===== src/include/rtc_serial_map.svh =====
// constant map of the hidden clock: register indices, field bits, reset values and timing
`ifndef RTC_SERIAL_MAP_SVH
`define RTC_SERIAL_MAP_SVH
`define RTC_UNLOCK_PATTERN   64'h5ca33ac55ca33ac5
`define RTC_BIT_COUNT        7'h40
`define RTC_REG_HUNDREDTHS   3'h0
`define RTC_REG_SECONDS      3'h1
`define RTC_REG_MINUTES      3'h2
`define RTC_REG_HOURS        3'h3
`define RTC_REG_WEEKDAY      3'h4
`define RTC_REG_DATE         3'h5
`define RTC_REG_MONTH        3'h6
`define RTC_REG_YEAR         3'h7
`define RTC_USED_BITS        64'hff1f3f37bf7f7fff
`define RTC_HOUR_MODE_BIT    7
`define RTC_HOUR_PM_BIT      5
`define RTC_DAY_ABORT_BIT    4
`define RTC_DAY_OSC_BIT      5
`define RTC_WEEKDAY_RESET    8'h31
`define RTC_HOUR_RESET       8'h00
`define RTC_OTHER_RESET      8'h00
`define RTC_TICK_NS          10000000
`define RTC_CLK_PERIOD_NS    10
`define RTC_TICK_CYCLES      (`RTC_TICK_NS / `RTC_CLK_PERIOD_NS)
`define RTC_FIFO_DEPTH       16
`endif


===== src/include/rtc_serial_pkg.sv =====
// shared types of the hidden clock
package rtc_serial_pkg;
	// access phase of the serial clock port
	typedef enum logic [1:0] {
		ST_MATCH,
		ST_DEAD,
		ST_XFER,
		ST_COMMIT
	} phase_type;
	// one written clock register waiting to be committed
	typedef struct packed {
		logic [2:0] idx;
		logic [7:0] value;
	} commit_word_type;
endpackage : rtc_serial_pkg


===== src/rtl/rtc_byte_fifo.sv =====
// parameterised synchronous fifo with valid and ready on both sides
`timescale 1ns/10ps
module rtc_byte_fifo #(
	parameter int WIDTH = 11,
	parameter int DEPTH = 16
) (
	input  wire logic             sys_clk_in,
	input  wire logic             sys_rst_in,
	input  wire logic             flush_in,
	input  wire logic             push_valid_in,
	output logic                  push_ready_out,
	input  wire logic [WIDTH-1:0] push_data_in,
	output logic                  pop_valid_out,
	input  wire logic             pop_ready_in,
	output logic      [WIDTH-1:0] pop_data_out
);
	localparam int AW = $clog2(DEPTH);
	logic [WIDTH-1:0] mem [DEPTH];          // storage words
	logic [AW-1:0]    wr_ptr, next_wr_ptr;  // write position
	logic [AW-1:0]    rd_ptr, next_rd_ptr;  // read position
	logic [AW:0]      count, next_count;    // words held
	logic             do_push, do_pop;      // accepted transfers

	assign push_ready_out = (count != (AW+1)'(DEPTH));
	assign pop_valid_out  = (count != '0);
	assign pop_data_out   = mem[rd_ptr];
	assign do_push        = push_valid_in & push_ready_out;
	assign do_pop         = pop_valid_out & pop_ready_in;

	// pointer and count update, flush empties the buffer
	always_comb begin
		next_wr_ptr = wr_ptr + AW'(do_push);
		next_rd_ptr = rd_ptr + AW'(do_pop);
		next_count  = count + (AW+1)'(do_push) - (AW+1)'(do_pop);
		if (flush_in) begin
			next_wr_ptr = '0;
			next_rd_ptr = '0;
			next_count  = '0;
		end
	end

	// register pointers and write storage
	always_ff @(posedge sys_clk_in) begin
		if (sys_rst_in) begin
			wr_ptr <= '0;
			rd_ptr <= '0;
			count  <= '0;
		end else begin
			wr_ptr <= next_wr_ptr;
			rd_ptr <= next_rd_ptr;
			count  <= next_count;
		end
		if (do_push && !flush_in) begin
			mem[wr_ptr] <= push_data_in;
		end
	end
endmodule : rtc_byte_fifo


===== src/rtl/hidden_rtc_serial_access.sv =====
// hidden real-time clock reached by a serial unlock and transfer over data line 0
// Overview of operation
// - unlock pattern is C5 3A A3 5C twice
// - each pattern byte sent lsb first
// - hours bit 7 high selects 12-hour
// - 12-hour mode: hours bit 5 is afternoon
// - 24-hour mode: bit 5 is tens for 20-23
// - weekday bit 4 high ignores abort pin
// - abort low ends transfer, registers unchanged
// - weekday bit 5 high stops the oscillator
// - abort-ignore and oscillator-off bits reset high
// - unused bits of registers 1-6 read zero
// - writes to unused bits are discarded
// - mismatch freezes pointer, later writes ignored
// - read cycle restarts recognition at bit 0
// - after match 64 cycles move clock data
// - transfer walks bit 0 reg 0 to bit 7 reg 7
`timescale 1ns/10ps
`include "rtc_serial_map.svh"
module hidden_rtc_serial_access #(
	parameter int TICK_CYCLES = `RTC_TICK_CYCLES
) (
	input  wire logic sys_clk_in,
	input  wire logic sys_rst_in,
	input  wire logic chip_enable_n_in,        // strobe: chip enable
	input  wire logic write_enable_n_in,       // strobe: write enable
	input  wire logic output_enable_n_in,      // strobe: output enable
	input  wire logic abort_n_in,              // abort pin, low aborts
	input  wire logic serial_data_line_in,     // data line 0 level
	output logic      serial_data_line_out,    // data line 0 driven value
	output logic      serial_data_line_oe_n_out, // low while driving line
	output logic      memory_block_out,        // memory access inhibited
	output logic      osc_running_out          // timebase running
);
	// stream constants held as vectors so that the pointer can pick single bits from them
	localparam logic [63:0] UNLOCK_PATTERN = `RTC_UNLOCK_PATTERN; // expected unlock stream, bit 0 first
	localparam logic [63:0] USED_BITS      = `RTC_USED_BITS;      // implemented clock register bits
	rtc_serial_pkg::phase_type       phase, next_phase;   // access phase
	logic [6:0]                      ptr, next_ptr;       // bit pointer
	logic [63:0]                     regs, next_regs;     // eight clock registers
	logic [63:0]                     snap, next_snap;     // read image for transfer
	logic [7:0]                      shift, next_shift;   // incoming written byte
	logic                            wr_act_q, rd_act_q;  // strobe phases last cycle
	logic                            data_q;              // line level last cycle
	logic                            dout, next_dout;     // registered output bit
	logic [31:0]                     tick, next_tick;     // timebase divider
	logic                            wr_act, rd_act;      // strobe phases now
	logic                            wr_end, rd_end;      // cycle completion pulses
	logic                            abort_now;           // gated abort
	logic                            push_valid, push_ready;
	logic                            pop_valid, pop_ready, flush;
	rtc_serial_pkg::commit_word_type push_word, pop_word;

	assign wr_act    = !chip_enable_n_in && !write_enable_n_in;
	assign rd_act    = !chip_enable_n_in && !output_enable_n_in && write_enable_n_in;
	assign wr_end    = wr_act_q && !wr_act;
	assign rd_end    = rd_act_q && !rd_act;
	assign abort_now = !abort_n_in && !regs[32+`RTC_DAY_ABORT_BIT];

	// strobe history, line sample and output bit registers
	always_ff @(posedge sys_clk_in) begin
		if (sys_rst_in) begin
			wr_act_q <= 1'b0;
			rd_act_q <= 1'b0;
			data_q   <= 1'b0;
			dout     <= 1'b0;
		end else begin
			wr_act_q <= wr_act;
			rd_act_q <= rd_act;
			data_q   <= serial_data_line_in;
			dout     <= next_dout;
		end
	end

	// line is driven only during a read cycle of a transfer
	assign serial_data_line_out      = dout;
	assign serial_data_line_oe_n_out = !(phase == rtc_serial_pkg::ST_XFER && rd_act);
	assign memory_block_out          = (phase == rtc_serial_pkg::ST_XFER);
	assign osc_running_out           = !regs[32+`RTC_DAY_OSC_BIT];

	// written byte is queued with its register index
	assign push_word.idx   = ptr[5:3];
	assign push_word.value = {data_q, shift[7:1]};
	assign push_valid      = phase == rtc_serial_pkg::ST_XFER && wr_end && ptr[2:0] == 3'h7 && !abort_now;
	assign pop_ready       = (phase == rtc_serial_pkg::ST_COMMIT);
	assign flush           = abort_now;

	rtc_byte_fifo #(
		.WIDTH ($bits(rtc_serial_pkg::commit_word_type)),
		.DEPTH (`RTC_FIFO_DEPTH)
	) commit_fifo (
		.sys_clk_in     (sys_clk_in),
		.sys_rst_in     (sys_rst_in),
		.flush_in       (flush),
		.push_valid_in  (push_valid),
		.push_ready_out (push_ready),
		.push_data_in   (push_word),
		.pop_valid_out  (pop_valid),
		.pop_ready_in   (pop_ready),
		.pop_data_out   (pop_word)
	);

	// recognition and transfer sequencing
	always_comb begin
		next_phase = phase;
		next_ptr   = ptr;
		next_shift = shift;
		next_snap  = snap;
		next_dout  = snap[ptr[5:0]];
		case (phase)
			rtc_serial_pkg::ST_MATCH, rtc_serial_pkg::ST_DEAD: begin
				if (rd_end) begin
					next_phase = rtc_serial_pkg::ST_MATCH;
					next_ptr   = 7'h00;
				end else if (wr_end && phase == rtc_serial_pkg::ST_MATCH) begin
					if (data_q == UNLOCK_PATTERN[ptr[5:0]]) begin
						next_ptr = ptr + 7'h01;
						if (ptr == `RTC_BIT_COUNT - 7'h01) begin
							next_phase = rtc_serial_pkg::ST_XFER;
							next_ptr   = 7'h00;
							next_snap  = regs & `RTC_USED_BITS;
						end
					end else begin
						next_phase = rtc_serial_pkg::ST_DEAD;
					end
				end
			end
			rtc_serial_pkg::ST_XFER: begin
				if (abort_now) begin
					next_phase = rtc_serial_pkg::ST_MATCH;
					next_ptr   = 7'h00;
				end else if ((wr_end && push_ready) || rd_end) begin
					if (wr_end) begin
						next_shift = {data_q, shift[7:1]};
					end
					next_ptr = ptr + 7'h01;
					if (ptr == `RTC_BIT_COUNT - 7'h01) begin
						next_phase = rtc_serial_pkg::ST_COMMIT;
						next_ptr   = 7'h00;
					end
				end
			end
			rtc_serial_pkg::ST_COMMIT: begin
				if (!pop_valid) begin
					next_phase = rtc_serial_pkg::ST_MATCH;
				end
			end
			default: begin
				next_phase = rtc_serial_pkg::ST_MATCH;
				next_ptr   = 7'h00;
			end
		endcase
	end

	// sequencer registers
	always_ff @(posedge sys_clk_in) begin
		if (sys_rst_in) begin
			phase <= rtc_serial_pkg::ST_MATCH;
			ptr   <= 7'h00;
			shift <= 8'h00;
			snap  <= 64'h0;
		end else begin
			phase <= next_phase;
			ptr   <= next_ptr;
			shift <= next_shift;
			snap  <= next_snap;
		end
	end

	// two-digit bcd increment with wrap
	function automatic logic [7:0] bcd_inc(input logic [7:0] v, input logic [7:0] maxv, input logic [7:0] minv);
		if (v == maxv) begin
			return minv;
		end else if (v[3:0] == 4'h9) begin
			return {v[7:4] + 4'h1, 4'h0};
		end else begin
			return v + 8'h01;
		end
	endfunction : bcd_inc

	// timebase and register file; a committed byte beats the tick
	always_comb begin
		logic [7:0] hr;
		logic       day_carry;
		hr         = regs[31:24];
		day_carry  = 1'b0;
		next_regs  = regs;
		next_tick  = tick;
		if (!regs[32+`RTC_DAY_OSC_BIT]) begin
			next_tick = (tick == 32'(TICK_CYCLES - 1)) ? 32'h0 : tick + 32'h1;
			if (tick == 32'(TICK_CYCLES - 1)) begin
				next_regs[7:0] = bcd_inc(regs[7:0], 8'h99, 8'h00);
				if (regs[7:0] == 8'h99) begin
					next_regs[15:8] = bcd_inc(regs[15:8] & 8'h7f, 8'h59, 8'h00);
					if ((regs[15:8] & 8'h7f) == 8'h59) begin
						next_regs[23:16] = bcd_inc(regs[23:16] & 8'h7f, 8'h59, 8'h00);
						if ((regs[23:16] & 8'h7f) == 8'h59) begin
							if (hr[`RTC_HOUR_MODE_BIT]) begin
								if ((hr & 8'h1f) == 8'h11) begin
									hr        = {hr[7:6], !hr[5], 5'h12};
									day_carry = hr[5] == 1'b0;
								end else begin
									hr = {hr[7:5], 5'(bcd_inc(hr & 8'h1f, 8'h12, 8'h01))};
								end
							end else begin
								day_carry = (hr & 8'h3f) == 8'h23;
								hr = {2'b00, 6'(bcd_inc(hr & 8'h3f, 8'h23, 8'h00))};
							end
							next_regs[31:24] = hr;
							if (day_carry) begin
								next_regs[34:32] = (regs[34:32] == 3'h7) ? 3'h1 : regs[34:32] + 3'h1;
							end
						end
					end
				end
			end
		end
		if (pop_valid && pop_ready) begin
			next_regs[{pop_word.idx, 3'h0} +: 8] = pop_word.value & USED_BITS[{pop_word.idx, 3'h0} +: 8];
		end
	end

	// register file storage
	always_ff @(posedge sys_clk_in) begin
		if (sys_rst_in) begin
			regs  <= {24'h0, `RTC_WEEKDAY_RESET, `RTC_HOUR_RESET, 24'h0};
			tick  <= 32'h0;
		end else begin
			regs  <= next_regs;
			tick  <= next_tick;
		end
	end
endmodule : hidden_rtc_serial_access


===== config.mk =====
export PLATFORM = sky130hd
export DESIGN_NAME = hidden_rtc_serial_access
export DESIGN_NICKNAME = d
export VERILOG_FILES = /design/src/include/rtc_serial_pkg.sv /design/src/rtl/rtc_byte_fifo.sv /design/src/rtl/hidden_rtc_serial_access.sv
export VERILOG_INCLUDE_DIRS = /design/src /design/src/include
export SDC_FILE = /design/constraint.sdc
export NUM_CORES = 1
export LEC_CHECK = 0
export BUFFER_PORTS_ARGS = -buffer_cell sky130_fd_sc_hd__buf_4
export CORE_MARGIN = 2
export CORE_UTILIZATION = 50
export DETAILED_ROUTE_END_ITERATION = 16
export GPL_ROUTABILITY_DRIVEN = 0
export HOLD_SLACK_MARGIN = 0.06
export PLACE_DENSITY = 0.62
export SETUP_SLACK_MARGIN = 0.02
export SYNTH_ARGS = -nofsm -noshare
export SYNTH_HDL_FRONTEND = slang
export SYNTH_HIERARCHICAL = 1
export SYNTH_SLANG_ARGS = --single-unit

===== constraint.sdc =====
create_clock -name sys_clk_in -period 3.75 [get_ports sys_clk_in]
set_input_delay 0.75 -clock sys_clk_in [delete_from_list [all_inputs] [get_ports sys_clk_in]]
set_output_delay 0.75 -clock sys_clk_in [all_outputs]
set_load 0.02 [all_outputs]

== After elaboration in Yosys (flattened, before gate mapping) ==
Memory sizes are Yosys's and may differ from the RTL's. A register that Yosys moved wholly into a read port is not among the register bits.
Index checks and enable logic that the tools add are counted.

* Memories kept: 2
* Word-level logic and storage cells: 156
* Output and inout port bits: 4
* ROM bits: 64
* Register bits after elaboration: 183
* Input port bits: 7
* RAM bits: 176

* Add/subtract/negate cells: 18
* Bitwise gates (word level): 5
* Multiplexer cells: 53
* Shift operators: 3
* $lt $le $gt $ge: 1
* Reductions and logical operators: 35
* Eq/ne operators: 25

{| class="wikitable"
|+ Memory list
! memory !! depth !! width !! read ports !! clocked after Yosys merged registers in !! write ports !! line !! text
|-
| commit_fifo.mem || 16 || 11 || 1 || 1 || 1 || rtc_byte_fifo.sv:18 || <nowiki>logic [WIDTH-1:0] mem [DEPTH];</nowiki>
|-
| (name not given) || 64 || 1 || 1 || 1 || 0 || hidden_rtc_serial_access.sv:116 || <nowiki>if (data_q == UNLOCK_PATTERN[ptr[5:0]]) begin</nowiki>
|}

{| class="wikitable"
|+ Operator list
! kind !! number
|-
| $mux W35 || 3
|-
| $bwmux W64 || 1
|-
| $shift A8 B8 Y64 const A || 1
|-
| $shiftx A64 B7 Y8 const A || 1
|-
| $shiftx A8 B8 Y64 || 1
|-
| $mux W8 || 7
|-
| $mux W7 || 6
|-
| $add A32 B1 Y32 const B || 1
|-
| $eq A32 B20 Y1 const B || 1
|-
| $mux W32 || 1
|-
| $mux W6 || 5
|-
| $mux W27 || 1
|-
| $mux W19 || 1
|-
| $add A7 B1 Y8 const B || 2
|-
| $eq A4 B4 Y1 const B || 4
|-
| $mux W2 || 8
|-
| $eq A7 B7 Y1 const B || 2
|-
| $logic_and A1 B1 Y1 || 14
|-
| $pmux W7 S2 || 1
|-
| $logic_not A1 Y1 || 11
|-
| $mux W1 || 11
|-
| $mux W11 || 1
|-
| $eq A5 B5 Y1 const B || 2
|-
| $mux W5 || 2
|-
| other kinds (40) || 52
|}

== Longest topological paths before layout ==
Gate-level depths: netlist of the first run.

* Word-level depth: 16
* Gate-level depth with buffers: 14

== Hierarchy ==
Netlist of the first run, hierarchy kept.

{| class="wikitable"
|+ By module, submodules not included
! module !! instances !! cells each !! area an instance (µm²)
|-
| hidden_rtc_serial_access || 1 || 1024 || 8120.3
|-
| rtc_byte_fifo || 1 || 362 || 7472.2
|}

== Worst setup path after synthesis of the first run ==
No wires, ideal clock.

* Path type: reg2reg
* Start: reg commit_fifo/rd_ptr[0] (netlist name)
* End: reg regs[9]
* Buffers on the path: 3
* Stages on the path, launching flop included: 14
* Arrival: 3163 ps
* Setup time: 91 ps
* Path slack: 496 ps
* Cells stage by stage: dfxtp_1 buf_6 buf_8 mux4_2 a22oi_1 nand2_1 inv_1 ha_1 ha_1 nor3b_1 clkbuf_1 nand2_1 o311a_1 a311oi_1

{| class="wikitable"
|+ RTL lines
! what !! line !! text
|-
| to (signal assigned) || hidden_rtc_serial_access.sv:226 || <nowiki>regs <= {24'h0, `RTC_WEEKDAY_RESET, `RTC_HOUR_RESET, 24'h0};</nowiki>
|-
| to (signal assigned) || hidden_rtc_serial_access.sv:229 || <nowiki>regs <= next_regs;</nowiki>
|-
| to (decl) || hidden_rtc_serial_access.sv:40 || <nowiki>logic [63:0] regs, next_regs;</nowiki>
|}

==> results.md, run 1 <==
* Status: finished clean
* Die ar. at 32600 um^2
* Post-synth top cells: nand2_1, edfxtp_1, dfxtp_1
* Post-DP HPWL at 22900 um
* CTS max path bufs at 3
* Seq/Total Area, Yosys at 56.0%
* Critical path's top delay family: simple AND/OR/NAND/NOR gates
* Routing usage on met1 at 31.5%
* Total CTS buffers at 38
* Crit-path slowest cell: mux4_2
* Core area at 30700 um^2
* Routed WL per cell at 19.3 um
* Final setup fails at 0
* Synth warnings at 6
* Worst setup EP type: flop
* Comb power frac at 1.7%
* Final Hold Viols at 0
* P_sw at 1.68 mW
* Post-synthesis instance total at 1386
* Max incr delay on CP at 0.54 ns
* Clock Latency Late Sink at 0.56 ns
* Post-placement cell area at 16200 um^2
* Required time of the critical path at 4.24 ns
* TritonRoute pass-1 iters at 5
* Worst Skew at 0.0396 ns
* Core Rows at 64
* RSZ-0062 raised after global routing: false
* Max-cap viol count at 0
* Most used routing layer: met2
* Count leader, synth: nand2_1
* Antenna diode count at 0
* Largest net degree at the start of global routing at 70
* Async SR Flop Fraction at 0%
* Global Route Usage Sum at 21.8%
* Port Buffers at 10
* Starting Density at 50.8%
* Worst slew pin tran at 1.29 ns
* CP Launch Type: flop
* Clock transition at path regs at 0.06 ns
* Gr ovfl total at 0
* Routed Antenna Nets at 0
* Reg-to-reg endpoint: regs[63]
* Vias post-DR at 10700
* Mapped cell area at 15600 um^2
* FF-to-FF setup slack at 0.45 ns
* Fraction of layout cells with a size suffix above 1 at 11.9%
* EDFF count, synth at 176
* Htree depth at 2
* First-pass GRT wire length at 56800 um
* Combined buffer and inverter count along the critical path at 2
* Share of the synthesized area in the top cell type at 33.9%
* Final WL at 35300 um
* Min-delay src: write_enable_n_in
* Root buffer cell: clkbuf_16
* Drt drc at 0
* Reg-to-Reg Start: commit_fifo/rd_ptr[0]
* Hold path endpoint: wr_act_q
* Period utilisation layout at 88.0%
* Synthesis-to-layout area growth at 12.5%
* Main flop type after synthesis: edfxtp_1
* M3 GR Usage at 3.78%
* Vias in the first global route at 10300
* PwrDens at 460 nW/um^2
* Part of the power in registers at 49.3%
* FF-to-FF path depth at 12
* Synth area leader: edfxtp_1
* Iter 0 DRT Violations at 879
* Synth area leaders: edfxtp_1, dfxtp_1, nand2_1
* WHS Path Cells at 2
* Top-Level Pins at 11
* Hold-fix buffers, CTS at 0
* Syn_area_per_cell at 11.2 um^2
* Peak supply drop at 396 uV
* Fill cells at 2573
* Post-CTS Setup Bufs at 0
* Final #Nets at 1447
* Met2 Resource Use GR at 33.8%
* LEAKAGE at 5.88 nW
* CP Class: reg2reg
* Pint at 6.39 mW
* Drt via density at 5.84
* Minimum clock period at 3.30 ns
* Post-layout util at 57.2%
* Switching share of total power at 20.8%
* CTS tree: yes
* Initial antenna violation count at 0
* Pins Over Slew Limit at 0
* Syn nets at 1430
* Worst path arrival time at 3.79 ns
* Final instance area at 17500 um^2
* Yosys reg bits at 348
* Die Width at 181 um
* Slew HR at 13.4%
* Origin of the worst setup path: commit_fifo/rd_ptr[0]
* Fmax at 0.303 GHz
* Critical path fanouts, max at 16
* Die height at 181 um
* Clk network pwr share at 48.9%
* Cell Chain, Critical Path: mux4_2 -> a22oi_1 -> nand2_1 -> inv_1 -> ha_1 -> ha_1 -> nor3_1 -> buf_12 -> nand2_1 -> nor3_1 -> a21oi_1 -> nor2_1
* Post-CTS Resized at 0
* Setup TNS Final at 0 ns
* Hold crit path type: in2reg
* CTS Sinks at 348
* Yosys cell types at 73
==> worst max path at each step <==
stage | depth (start not counted) | slack (ns) | endpoint
detailed placement | 12 | 0.25 | regs[63]
global route | 12 | 0.18 | regs[63]
floorplan | 13 | 0.50 | regs[9]
finish | 12 | 0.45 | regs[63]
CTS | 12 | 0.23 | regs[63]
global placement | 12 | 0.36 | regs[63]
==> state kept, by name (all words and copies together) (netlist names), named ones only <==
signal,flops
serial_data_line_out,1
commit_fifo/rd_ptr,4
rd_act_q,1
tick,32
commit_fifo/count,5
data_q,1
commit_fifo/mem,176
snap,53
commit_fifo/wr_ptr,4
ptr,7
shift,7
wr_act_q,1
phase,2
regs,53
==> worst register-to-register path: cells and delay by family, from the launching register on <==
family | cells | cell delay (ns)
fa+ha+maj | 2 | 0.43
mux | 1 | 0.55
flops | 1 | 0.53
buf+inv | 2 | 0.34
simple gates | 5 | 1.16
compound gates | 2 | 0.27
==> per-stage QoR <==
step	power (mW)	std cells	hold slack, ns	worst slack [ns]
2_1_floorplan	4.16	1386	0.428	0.496
3_3_place_gp	4.20	1759	0.435	0.358
3_5_place_dp	4.20	1759	0.443	0.253
4_1_cts	8.15	1829	0.368	0.232
5_1_grt	8.30	1829	0.380	0.182
6_report	8.07	1829	0.386	0.448
==> metal layers <==
metal,up-vias,wire length (um)
met4,0,915
met2,288,16000
met5,-,0
li1,5142,-
met3,53,2170
met1,5203,16200
==> cell type report <==
class | count | area, um^2 | share of cell area (%)
Clock inverter | 14 | 215 | 1.23
Inverter | 29 | 109 | 0.620
Tap cell | 396 | 495 | 2.82
Timing Repair Buffer | 61 | 483 | 2.75
Clock buffer | 56 | 1150 | 6.57
Multi-Input combinational cell | 925 | 6360 | 36.2
Sequential cell | 348 | 8730 | 49.8
==> power groups by stage <==
stage	Combinational (mW)	Sequential [mW]	Clock, mW
floorplan	0.106	4.05	0
global placement	0.140	4.06	0
detailed placement	0.140	4.06	0
CTS	0.140	3.98	4.03
global route	0.156	3.98	4.17
finish	0.141	3.98	3.95
==> layout by cell type (no fill, tap or decap), types with 24 or more instances in the layout <==
cell and count:
a21oi_1 118, a22oi_1 25, buf_4 59, clkbuf_16 41, dfxtp_1 170, edfxtp_1 176
ha_1 36, inv_1 29, mux2i_1 25, mux4_2 30, nand2_1 203, nand3_1 25
nand4_1 24, nor2_1 125, nor3_1 31, o21ai_0 35, xor2_1 27
==> cell families after synthesis <==
group           Yosys count  share of synthesized area [%]
compound gates          262                           10.5
xor+xnor                 41                           2.30
fa+ha+maj                37                           3.02
buf+inv                 113                           3.29
flops                   348                           56.0
mux                      78                           9.72
simple gates            507                           15.2
Power figures use the tool's default switching activity.
==> run 2: changes to the inputs <==
--- a/config.mk
+++ b/config.mk
@@ -8,11 +8,12 @@
 export LEC_CHECK = 0
 export BUFFER_PORTS_ARGS = -buffer_cell sky130_fd_sc_hd__buf_4
 export CORE_MARGIN = 2
-export CORE_UTILIZATION = 50
+export CORE_UTILIZATION = 37
+export CTS_BUF_LIST = sky130_fd_sc_hd__clkbuf_4 sky130_fd_sc_hd__clkbuf_8 sky130_fd_sc_hd__clkbuf_16
 export DETAILED_ROUTE_END_ITERATION = 16
 export GPL_ROUTABILITY_DRIVEN = 0
 export HOLD_SLACK_MARGIN = 0.06
-export PLACE_DENSITY = 0.62
+export PLACE_DENSITY = 0.48
 export SETUP_SLACK_MARGIN = 0.02
 export SYNTH_ARGS = -nofsm -noshare
 export SYNTH_HDL_FRONTEND = slang
==> run 2 against run 1 <==
Compared with the run above:
- critical path depth unchanged
- combinational power increased by 9%
- die area up 34%
- clock skew is 0.015 ns lower
- global-route usage shrank 4.3 points
- critical path type unchanged
- highest routed layer unchanged
==> results.md, run 2 (synthesized netlist as in run 1, its figures left out) <==
* Status: finished clean
* WHS Path Cells at 2 (unchanged)
* Hold crit path type: in2reg
* Switching share of total power at 20.8% (+0.028 points)
* CP Class: reg2reg
* Setup TNS Final at 0 ns (unchanged)
* Vias post-DR at 10600 (-1.1%)
* Hold-fix buffers, CTS at 0 (unchanged)
* CTS max path bufs at 3 (unchanged)
* Iter 0 DRT Violations at 799 (-9.1%)
* Final Hold Viols at 0 (unchanged)
* Root buffer cell: clkbuf_16
* Slew HR at 47.8% (+34 points)
* Die ar. at 43800 um^2 (+34%)
* Worst path arrival time at 3.85 ns (+0.06 ns)
* Worst slew pin tran at 0.776 ns (-0.512 ns)
* Top-Level Pins at 11 (unchanged)
* P_sw at 1.70 mW (+1.6%)
* Clock Latency Late Sink at 0.57 ns (about the same)
* Drt drc at 0 (unchanged)
* Crit-path slowest cell: mux4_2
* Largest net degree at the start of global routing at 75 (+7.1%)
* Critical path fanouts, max at 17 (+1)
* Die height at 209 um (+16%)
* Core Rows at 75 (+17%)
* Post-CTS Setup Bufs at 0 (unchanged)
* Part of the power in registers at 48.6% (-0.7 points)
* Commonest non-fill, non-tap cell in the layout: nand2_1
* Core area at 41800 um^2 (+36%)
* Multi-input gate area at 6360 um^2 (+0.12%)
* CTS tree: yes
* Required time of the critical path at 4.22 ns (-0.02 ns)
* Routed Antenna Nets at 0 (unchanged)
* Vias in the first global route at 10300 (+0.64%)
* Post-DP HPWL at 24600 um (+7.4%)
* Comb power frac at 1.9% (+0.2 points)
* Htree depth at 2 (unchanged)
* Synthesis-to-layout area growth at 14.2%
* Critical path's top delay family: compound AO/OA/AOI/OAI gates
* Peak supply drop at 346 uV (-13%)
* Clk network pwr share at 49.5% (+0.6 points)
* PwrDens at 459 nW/um^2 (-0.10%)
* Routed WL per cell at 19.0 um (-1.5%)
* Max-cap viol count at 0 (unchanged)
* First-pass GRT wire length at 60100 um (+5.8%)
* Worst Skew at 0.0245 ns (-0.0150 ns)
* Most frequent cells in the layout: nand2_1, edfxtp_1, dfxtp_1, nor2_1, a21oi_1
* FF/Latch Area at 8730 um^2 (about the same)
* Largest regs: commit_fifo/mem: 176 flops, regs: 53 flops, snap: 53 flops
* Final #Nets at 1455 (+0.55%)
* Worst path depth at 12 (unchanged)
* Reg-to-Reg Start: commit_fifo/rd_ptr[0]
* Minimum clock period at 3.38 ns (+0.0740 ns)
* Fraction of layout cells with a size suffix above 1 at 12.8% (+0.98 points)
* Post-CTS Resized at 0 (unchanged)
* CP Launch Type: flop
* Global Route Usage Sum at 17.5% (-4.3 points)
* Fmax at 0.296 GHz (-2.2%)
* FF-to-FF path depth at 12 (unchanged)
* Pint at 6.48 mW (+1.4%)
* Biggest register: commit_fifo/mem
* Gr ovfl total at 0 (unchanged)
* Initial antenna violation count at 0 (unchanged)
* LEAKAGE at 5.95 nW (+1.3%)
* Die Width at 209 um (+16%)
* RSZ-0062 raised after global routing: false
* Drt via density at 5.34 (-8.7%)
* Port Buffers at 10 (unchanged)
* Final setup fails at 0 (unchanged)
* Final WL at 37600 um (+6.6%)
* Total CTS buffers at 41 (+7.9%)
* Max incr delay on CP at 0.51 ns (-0.03 ns)
* Cell Chain, Critical Path: buf_12 -> mux4_2 -> a22oi_1 -> nand2_1 -> inv_1 -> ha_1 -> ha_1 -> nor3b_1 -> buf_4 -> nand2_1 -> o311a_1 -> a311oi_1
* Min-delay src: write_enable_n_in
* Period utilisation layout at 90.0% (+2.0 points)
* Combined buffer and inverter count along the critical path at 3 (+1)
* Starting Density at 37.3% (-14 points)
* Fill cells at 3893 (+51%)
* TritonRoute pass-1 iters at 4 (-1)
* Max reg flops at 176 (unchanged)
* Pins Over Slew Limit at 0 (unchanged)
* Final worst setup slack at 0.374 ns (-0.0740 ns)
* Origin of the worst setup path: commit_fifo/rd_ptr[0]
* Setup WS pre-CTS at 0.309 ns (+0.0561 ns)
* CTS Sinks at 348 (unchanged)
* Worst setup EP type: flop
* Clock transition at path regs at 0.06 ns (about the same)
## run 2: path summary, 6_finish.rpt
| path | to | slack [ns] |
|---|---|---|
| max | regs[25] | 0.37 |
| min | wr_act_q | 0.36 |
| max reg2reg | regs[25] | 0.37 |
| min reg2reg | snap[57] | 0.45 |
## run 2: through the flow
stage | utilization (%) | cell area [um^2] | hold slack, ns | total power [mW] | std cells
after detailed placement | 39.3 | 16400 | 0.442 | 4.21 | 1907
after global placement | 39.3 | 16400 | 0.437 | 4.21 | 1907
final | 42.7 | 17800 | 0.357 | 8.18 | 1980
after floorplan | - | 15600 | 0.428 | 4.16 | 1386
after CTS | 42.6 | 17800 | 0.312 | 8.29 | 1979
after global routing | 42.6 | 17800 | 0.337 | 8.46 | 1979
## run 2: area by class of cell
class	count	share of cell area, %
antenna	1	0.0140
clock buffer	59	6.76
clock inverter	13	1.08
inverter	29	0.611
multi-input combinational	925	35.7
sequential	348	49.0
tap	539	3.79
timing repair buffer	66	2.99
## run 2: power groups by stage
stage	sequential, mW	clock (mW)	combinational, mW
after global routing	3.98	4.31	0.170
after detailed placement	4.06	0	0.154
after floorplan	4.05	0	0.106
after global placement	4.06	0	0.155
after CTS	3.98	4.16	0.155
final	3.98	4.05	0.154
## run 2: worst reg2reg max path, delay by kind of cell (launching register included)
| kind | cells | cell delay, ns |
|---|---|---|
| AOI/OAI and AO/OA | 3 | 0.70 |
| and+or+nand+nor | 3 | 0.63 |
| buffers and inverters | 3 | 0.60 |
| muxes | 1 | 0.51 |
| DFF | 1 | 0.48 |
| adders and majority gates | 2 | 0.35 |
## run 2: per-layer routing
| metal | global-route usage (%) | up-vias | routed length (um) |
|---|---|---|---|
| met2 | 26.9 | 147 | 16700 |
| met5 | 0 | - | 0 |
| li1 | - | 5164 | - |
| met4 | 3.79 | 0 | 556 |
| met3 | 2.95 | 42 | 1440 |
| met1 | 26.0 | 5214 | 19000 |
==> run 3: changes to the inputs <==
--- a/config.mk
+++ b/config.mk
@@ -8,12 +8,12 @@
 export LEC_CHECK = 0
 export BUFFER_PORTS_ARGS = -buffer_cell sky130_fd_sc_hd__buf_4
 export CORE_MARGIN = 2
-export CORE_UTILIZATION = 37
+export CORE_UTILIZATION = 30
 export CTS_BUF_LIST = sky130_fd_sc_hd__clkbuf_4 sky130_fd_sc_hd__clkbuf_8 sky130_fd_sc_hd__clkbuf_16
 export DETAILED_ROUTE_END_ITERATION = 16
 export GPL_ROUTABILITY_DRIVEN = 0
 export HOLD_SLACK_MARGIN = 0.06
-export PLACE_DENSITY = 0.48
+export PLACE_DENSITY = 0.41
 export SETUP_SLACK_MARGIN = 0.02
 export SYNTH_ARGS = -nofsm -noshare
 export SYNTH_HDL_FRONTEND = slang
==> run 3 against run 2 <==
Compared with the run above:
- clock skew decreased by 0.0058 ns
- first-iteration DRC count is 6.4% lower
- wire length rose by 7.7%
- non-clock buffer count up 9
- sequential share of layout area is 0.72 points lower
- worst setup slack worse by 0.0028 ns
- via count up 0.52%
- sequential cell count unchanged
- highest routed layer is now met5
==> results.md, run 3 (synthesized netlist as in run 1, its figures left out) <==
* Max-cap viol count at 0 (unchanged)
* Drt drc at 0 (unchanged)
* Htree depth at 2 (unchanged)
* CTS max path bufs at 3 (unchanged)
* CP Launch Type: flop
* Fraction of layout cells with a size suffix above 1 at 14.0% (+1.2 points)
* Crit-path slowest cell: dfxtp_2
* Worst Skew at 0.0187 ns (-0.00578 ns)
* Critical path fanouts, max at 14 (-3)
* Status: finished clean
* Clk network pwr share at 49.8% (+0.3 points)
* Commonest non-fill, non-tap cell in the layout: nand2_1
* Clock transition at path regs at 0.06 ns (about the same)
* Die Width at 232 um (+11%)
* Pins Over Slew Limit at 0 (unchanged)
* Die ar. at 53800 um^2 (+23%)
* Vias post-DR at 10600 (+0.52%)
* Core Rows at 83 (+11%)
* LEAKAGE at 6.02 nW (+1.1%)
* Largest regs: commit_fifo/mem: 176 flops, regs: 53 flops, snap: 53 flops
* Part of the power in registers at 48.3% (-0.3 points)
* Global Route Usage Sum at 15.2% (-2.3 points)
* Die height at 232 um (+11%)
* Drt via density at 4.98 (-6.7%)
* Final Hold Viols at 0 (unchanged)
* Worst setup EP type: flop
* Antenna diode count at 0 (-1)
* Routed Antenna Nets at 0 (unchanged)
* Final setup fails at 0 (unchanged)
* CP dominant cell by count: buf_4
* P_sw at 1.75 mW (+2.8%)
* TritonRoute pass-1 iters at 5 (+1)
* Setup TNS Final at 0 ns (unchanged)
* Period utilisation layout at 90.1% (about the same)
* Core area at 51300 um^2 (+23%)
* RSZ-0062 raised after global routing: true
* PwrDens at 455 nW/um^2 (-0.86%)
* Iter 0 DRT Violations at 748 (-6.4%)
* Gr ovfl total at 0 (unchanged)
* Final WL at 40500 um (+7.7%)
* Worst path arrival time at 3.88 ns (+0.03 ns)
* FF-to-FF path depth at 14 (+2)
* Reg-to-Reg Start: commit_fifo/rd_ptr[0]
* FF-to-FF setup slack at 0.37 ns (about the same)
* Peak supply drop at 280 uV (-19%)
* Overall Power at 8.23 mW (+0.61%)
* Final worst setup slack at 0.372 ns (-0.00281 ns)
* Starting Density at 30.4% (-6.9 points)
* WHS Path Cells at 2 (unchanged)
* Initial antenna violation count at 1 (+1)
* Setup WS pre-CTS at -0.0348 ns (-0.344 ns)
* Worst slew pin tran at 0.847 ns (+0.0713 ns)
* Slew HR at 43.1% (-4.7 points)
* Root buffer cell: clkbuf_16
* Post-DP HPWL at 26000 um (+5.7%)
* Fmax at 0.296 GHz (about the same)
* First-pass GRT wire length at 63200 um (+5.1%)
* Cell Chain, Critical Path: mux4_2 -> a22oi_1 -> nand2_1 -> inv_1 -> ha_1 -> ha_1 -> buf_4 -> nor3_1 -> buf_4 -> nand2_1 -> buf_4 -> nor3_1 -> a21oi_1 -> nor2_1
* Max incr delay on CP at 0.58 ns (+0.07 ns)
* Largest net degree at the start of global routing at 80 (+6.7%)
* Vias in the first global route at 10500 (+1.3%)
* Clock Latency Late Sink at 0.57 ns (about the same)
* Total CTS buffers at 42 (+2.4%)
* Biggest register: commit_fifo/mem
* CP Class: reg2reg
* Hold path endpoint: wr_act_q
* Final #Nets at 1465 (+0.69%)
* Most frequent cells in the layout: nand2_1, edfxtp_1, dfxtp_1, nor2_1, a21oi_1
* Hold crit path type: in2reg
* Comb power frac at 1.9% (about the same)
* Reg-to-reg endpoint: regs[63]
* CTS Sinks at 348 (unchanged)
* Minimum clock period at 3.38 ns (+0.00281 ns)
* Port Buffers at 10 (unchanged)
* Switching share of total power at 21.3% (+0.45 points)
* Fill cells at 5140 (+32%)
* Min-delay src: chip_enable_n_in
* CTS tree: yes
* Routed WL per cell at 19.0 um (-0.11%)
* Final non-filler cell total at 2134 (+7.8%)
* Required time of the critical path at 4.25 ns (+0.03 ns)
* Pint at 6.48 mW (about the same)
* Max reg flops at 176 (unchanged)
* Hold-fix buffers, CTS at 0 (unchanged)
* Top-Level Pins at 11 (unchanged)
* Synthesis-to-layout area growth at 15.9%
* Inst Count DP at 2054 (+7.7%)
==> run 3: worst max-delay path, delay by kind of cell, from the launching register on <==
| family | cells | cell delay [ns] |
|---|---|---|
| and+or+nand+nor | 5 | 0.64 |
| DFF | 1 | 0.58 |
| muxes | 1 | 0.55 |
| AOI/OAI and AO/OA | 2 | 0.32 |
| adders and majority gates | 2 | 0.42 |
| buffers and inverters | 4 | 0.79 |
==> run 3: area by class of cell <==
cell class              count  area (um^2)  share of cell area (%)
flip-flops and latches    348         8730                    48.3
multi-input cells         925         6390                    35.3
clock buffers              63         1250                    6.89
well taps                 680          851                    4.71
repair buffers             75          588                    3.25
clock inverters            14          164                   0.907
inverters                  29          109                   0.602
==> run 3: worst max-delay path by stage <==
| stage | cells past startpoint | slack [ns] | start | to |
|---|---|---|---|---|
| CTS | 10 | 0.17 | commit_fifo/rd_ptr[0] | regs[11] |
| global placement | 11 | 0.05 | commit_fifo/rd_ptr[0] | regs[25] |
| global route | 14 | 0.02 | commit_fifo/rd_ptr[0] | regs[63] |
| floorplan | 13 | 0.50 | commit_fifo/rd_ptr[0] | regs[9] |
| finish | 14 | 0.37 | commit_fifo/rd_ptr[0] | regs[63] |
| detailed placement | 11 | -0.03 | commit_fifo/rd_ptr[0] | regs[25] |
==> run 3: repair_timing <==
action | 4_1_cts | 5_1_grt
pin swaps | 0 | 0
cloned | 0 | 0
resized for setup | 1 | 1
hold endpoints to repair | 0 | 0
setup endpoints to repair | 2 | 11
setup buffers | 0 | 3
==> run 3: metrics by stage <==
| stage | hold slack (ns) | util [%] | instance area (um^2) |
|---|---|---|---|
| floorplan | 0.428 | - | 15600 |
| global placement | 0.436 | 32.4 | 16600 |
| detailed placement | 0.444 | 32.4 | 16600 |
| CTS | 0.332 | 35.2 | 18000 |
| global route | 0.350 | 35.2 | 18100 |
| finish | 0.365 | 35.2 | 18100 |
==> run 3: power by group through the flow <==
stage	combinational [mW]	clock, mW	sequential (mW)
global route	0.173	4.39	3.98
finish	0.158	4.10	3.98
floorplan	0.106	0	4.05
detailed placement	0.159	0	4.06
CTS	0.159	4.24	3.98
global placement	0.160	0	4.06
==> run 3: per-layer routing <==
layer  global-route usage (%)  share of wire (%)
met1                     21.9                 50
met2                     23.7                 44
met3                     2.57                3.7
met4                     4.03                1.8
met5                        0              0.022
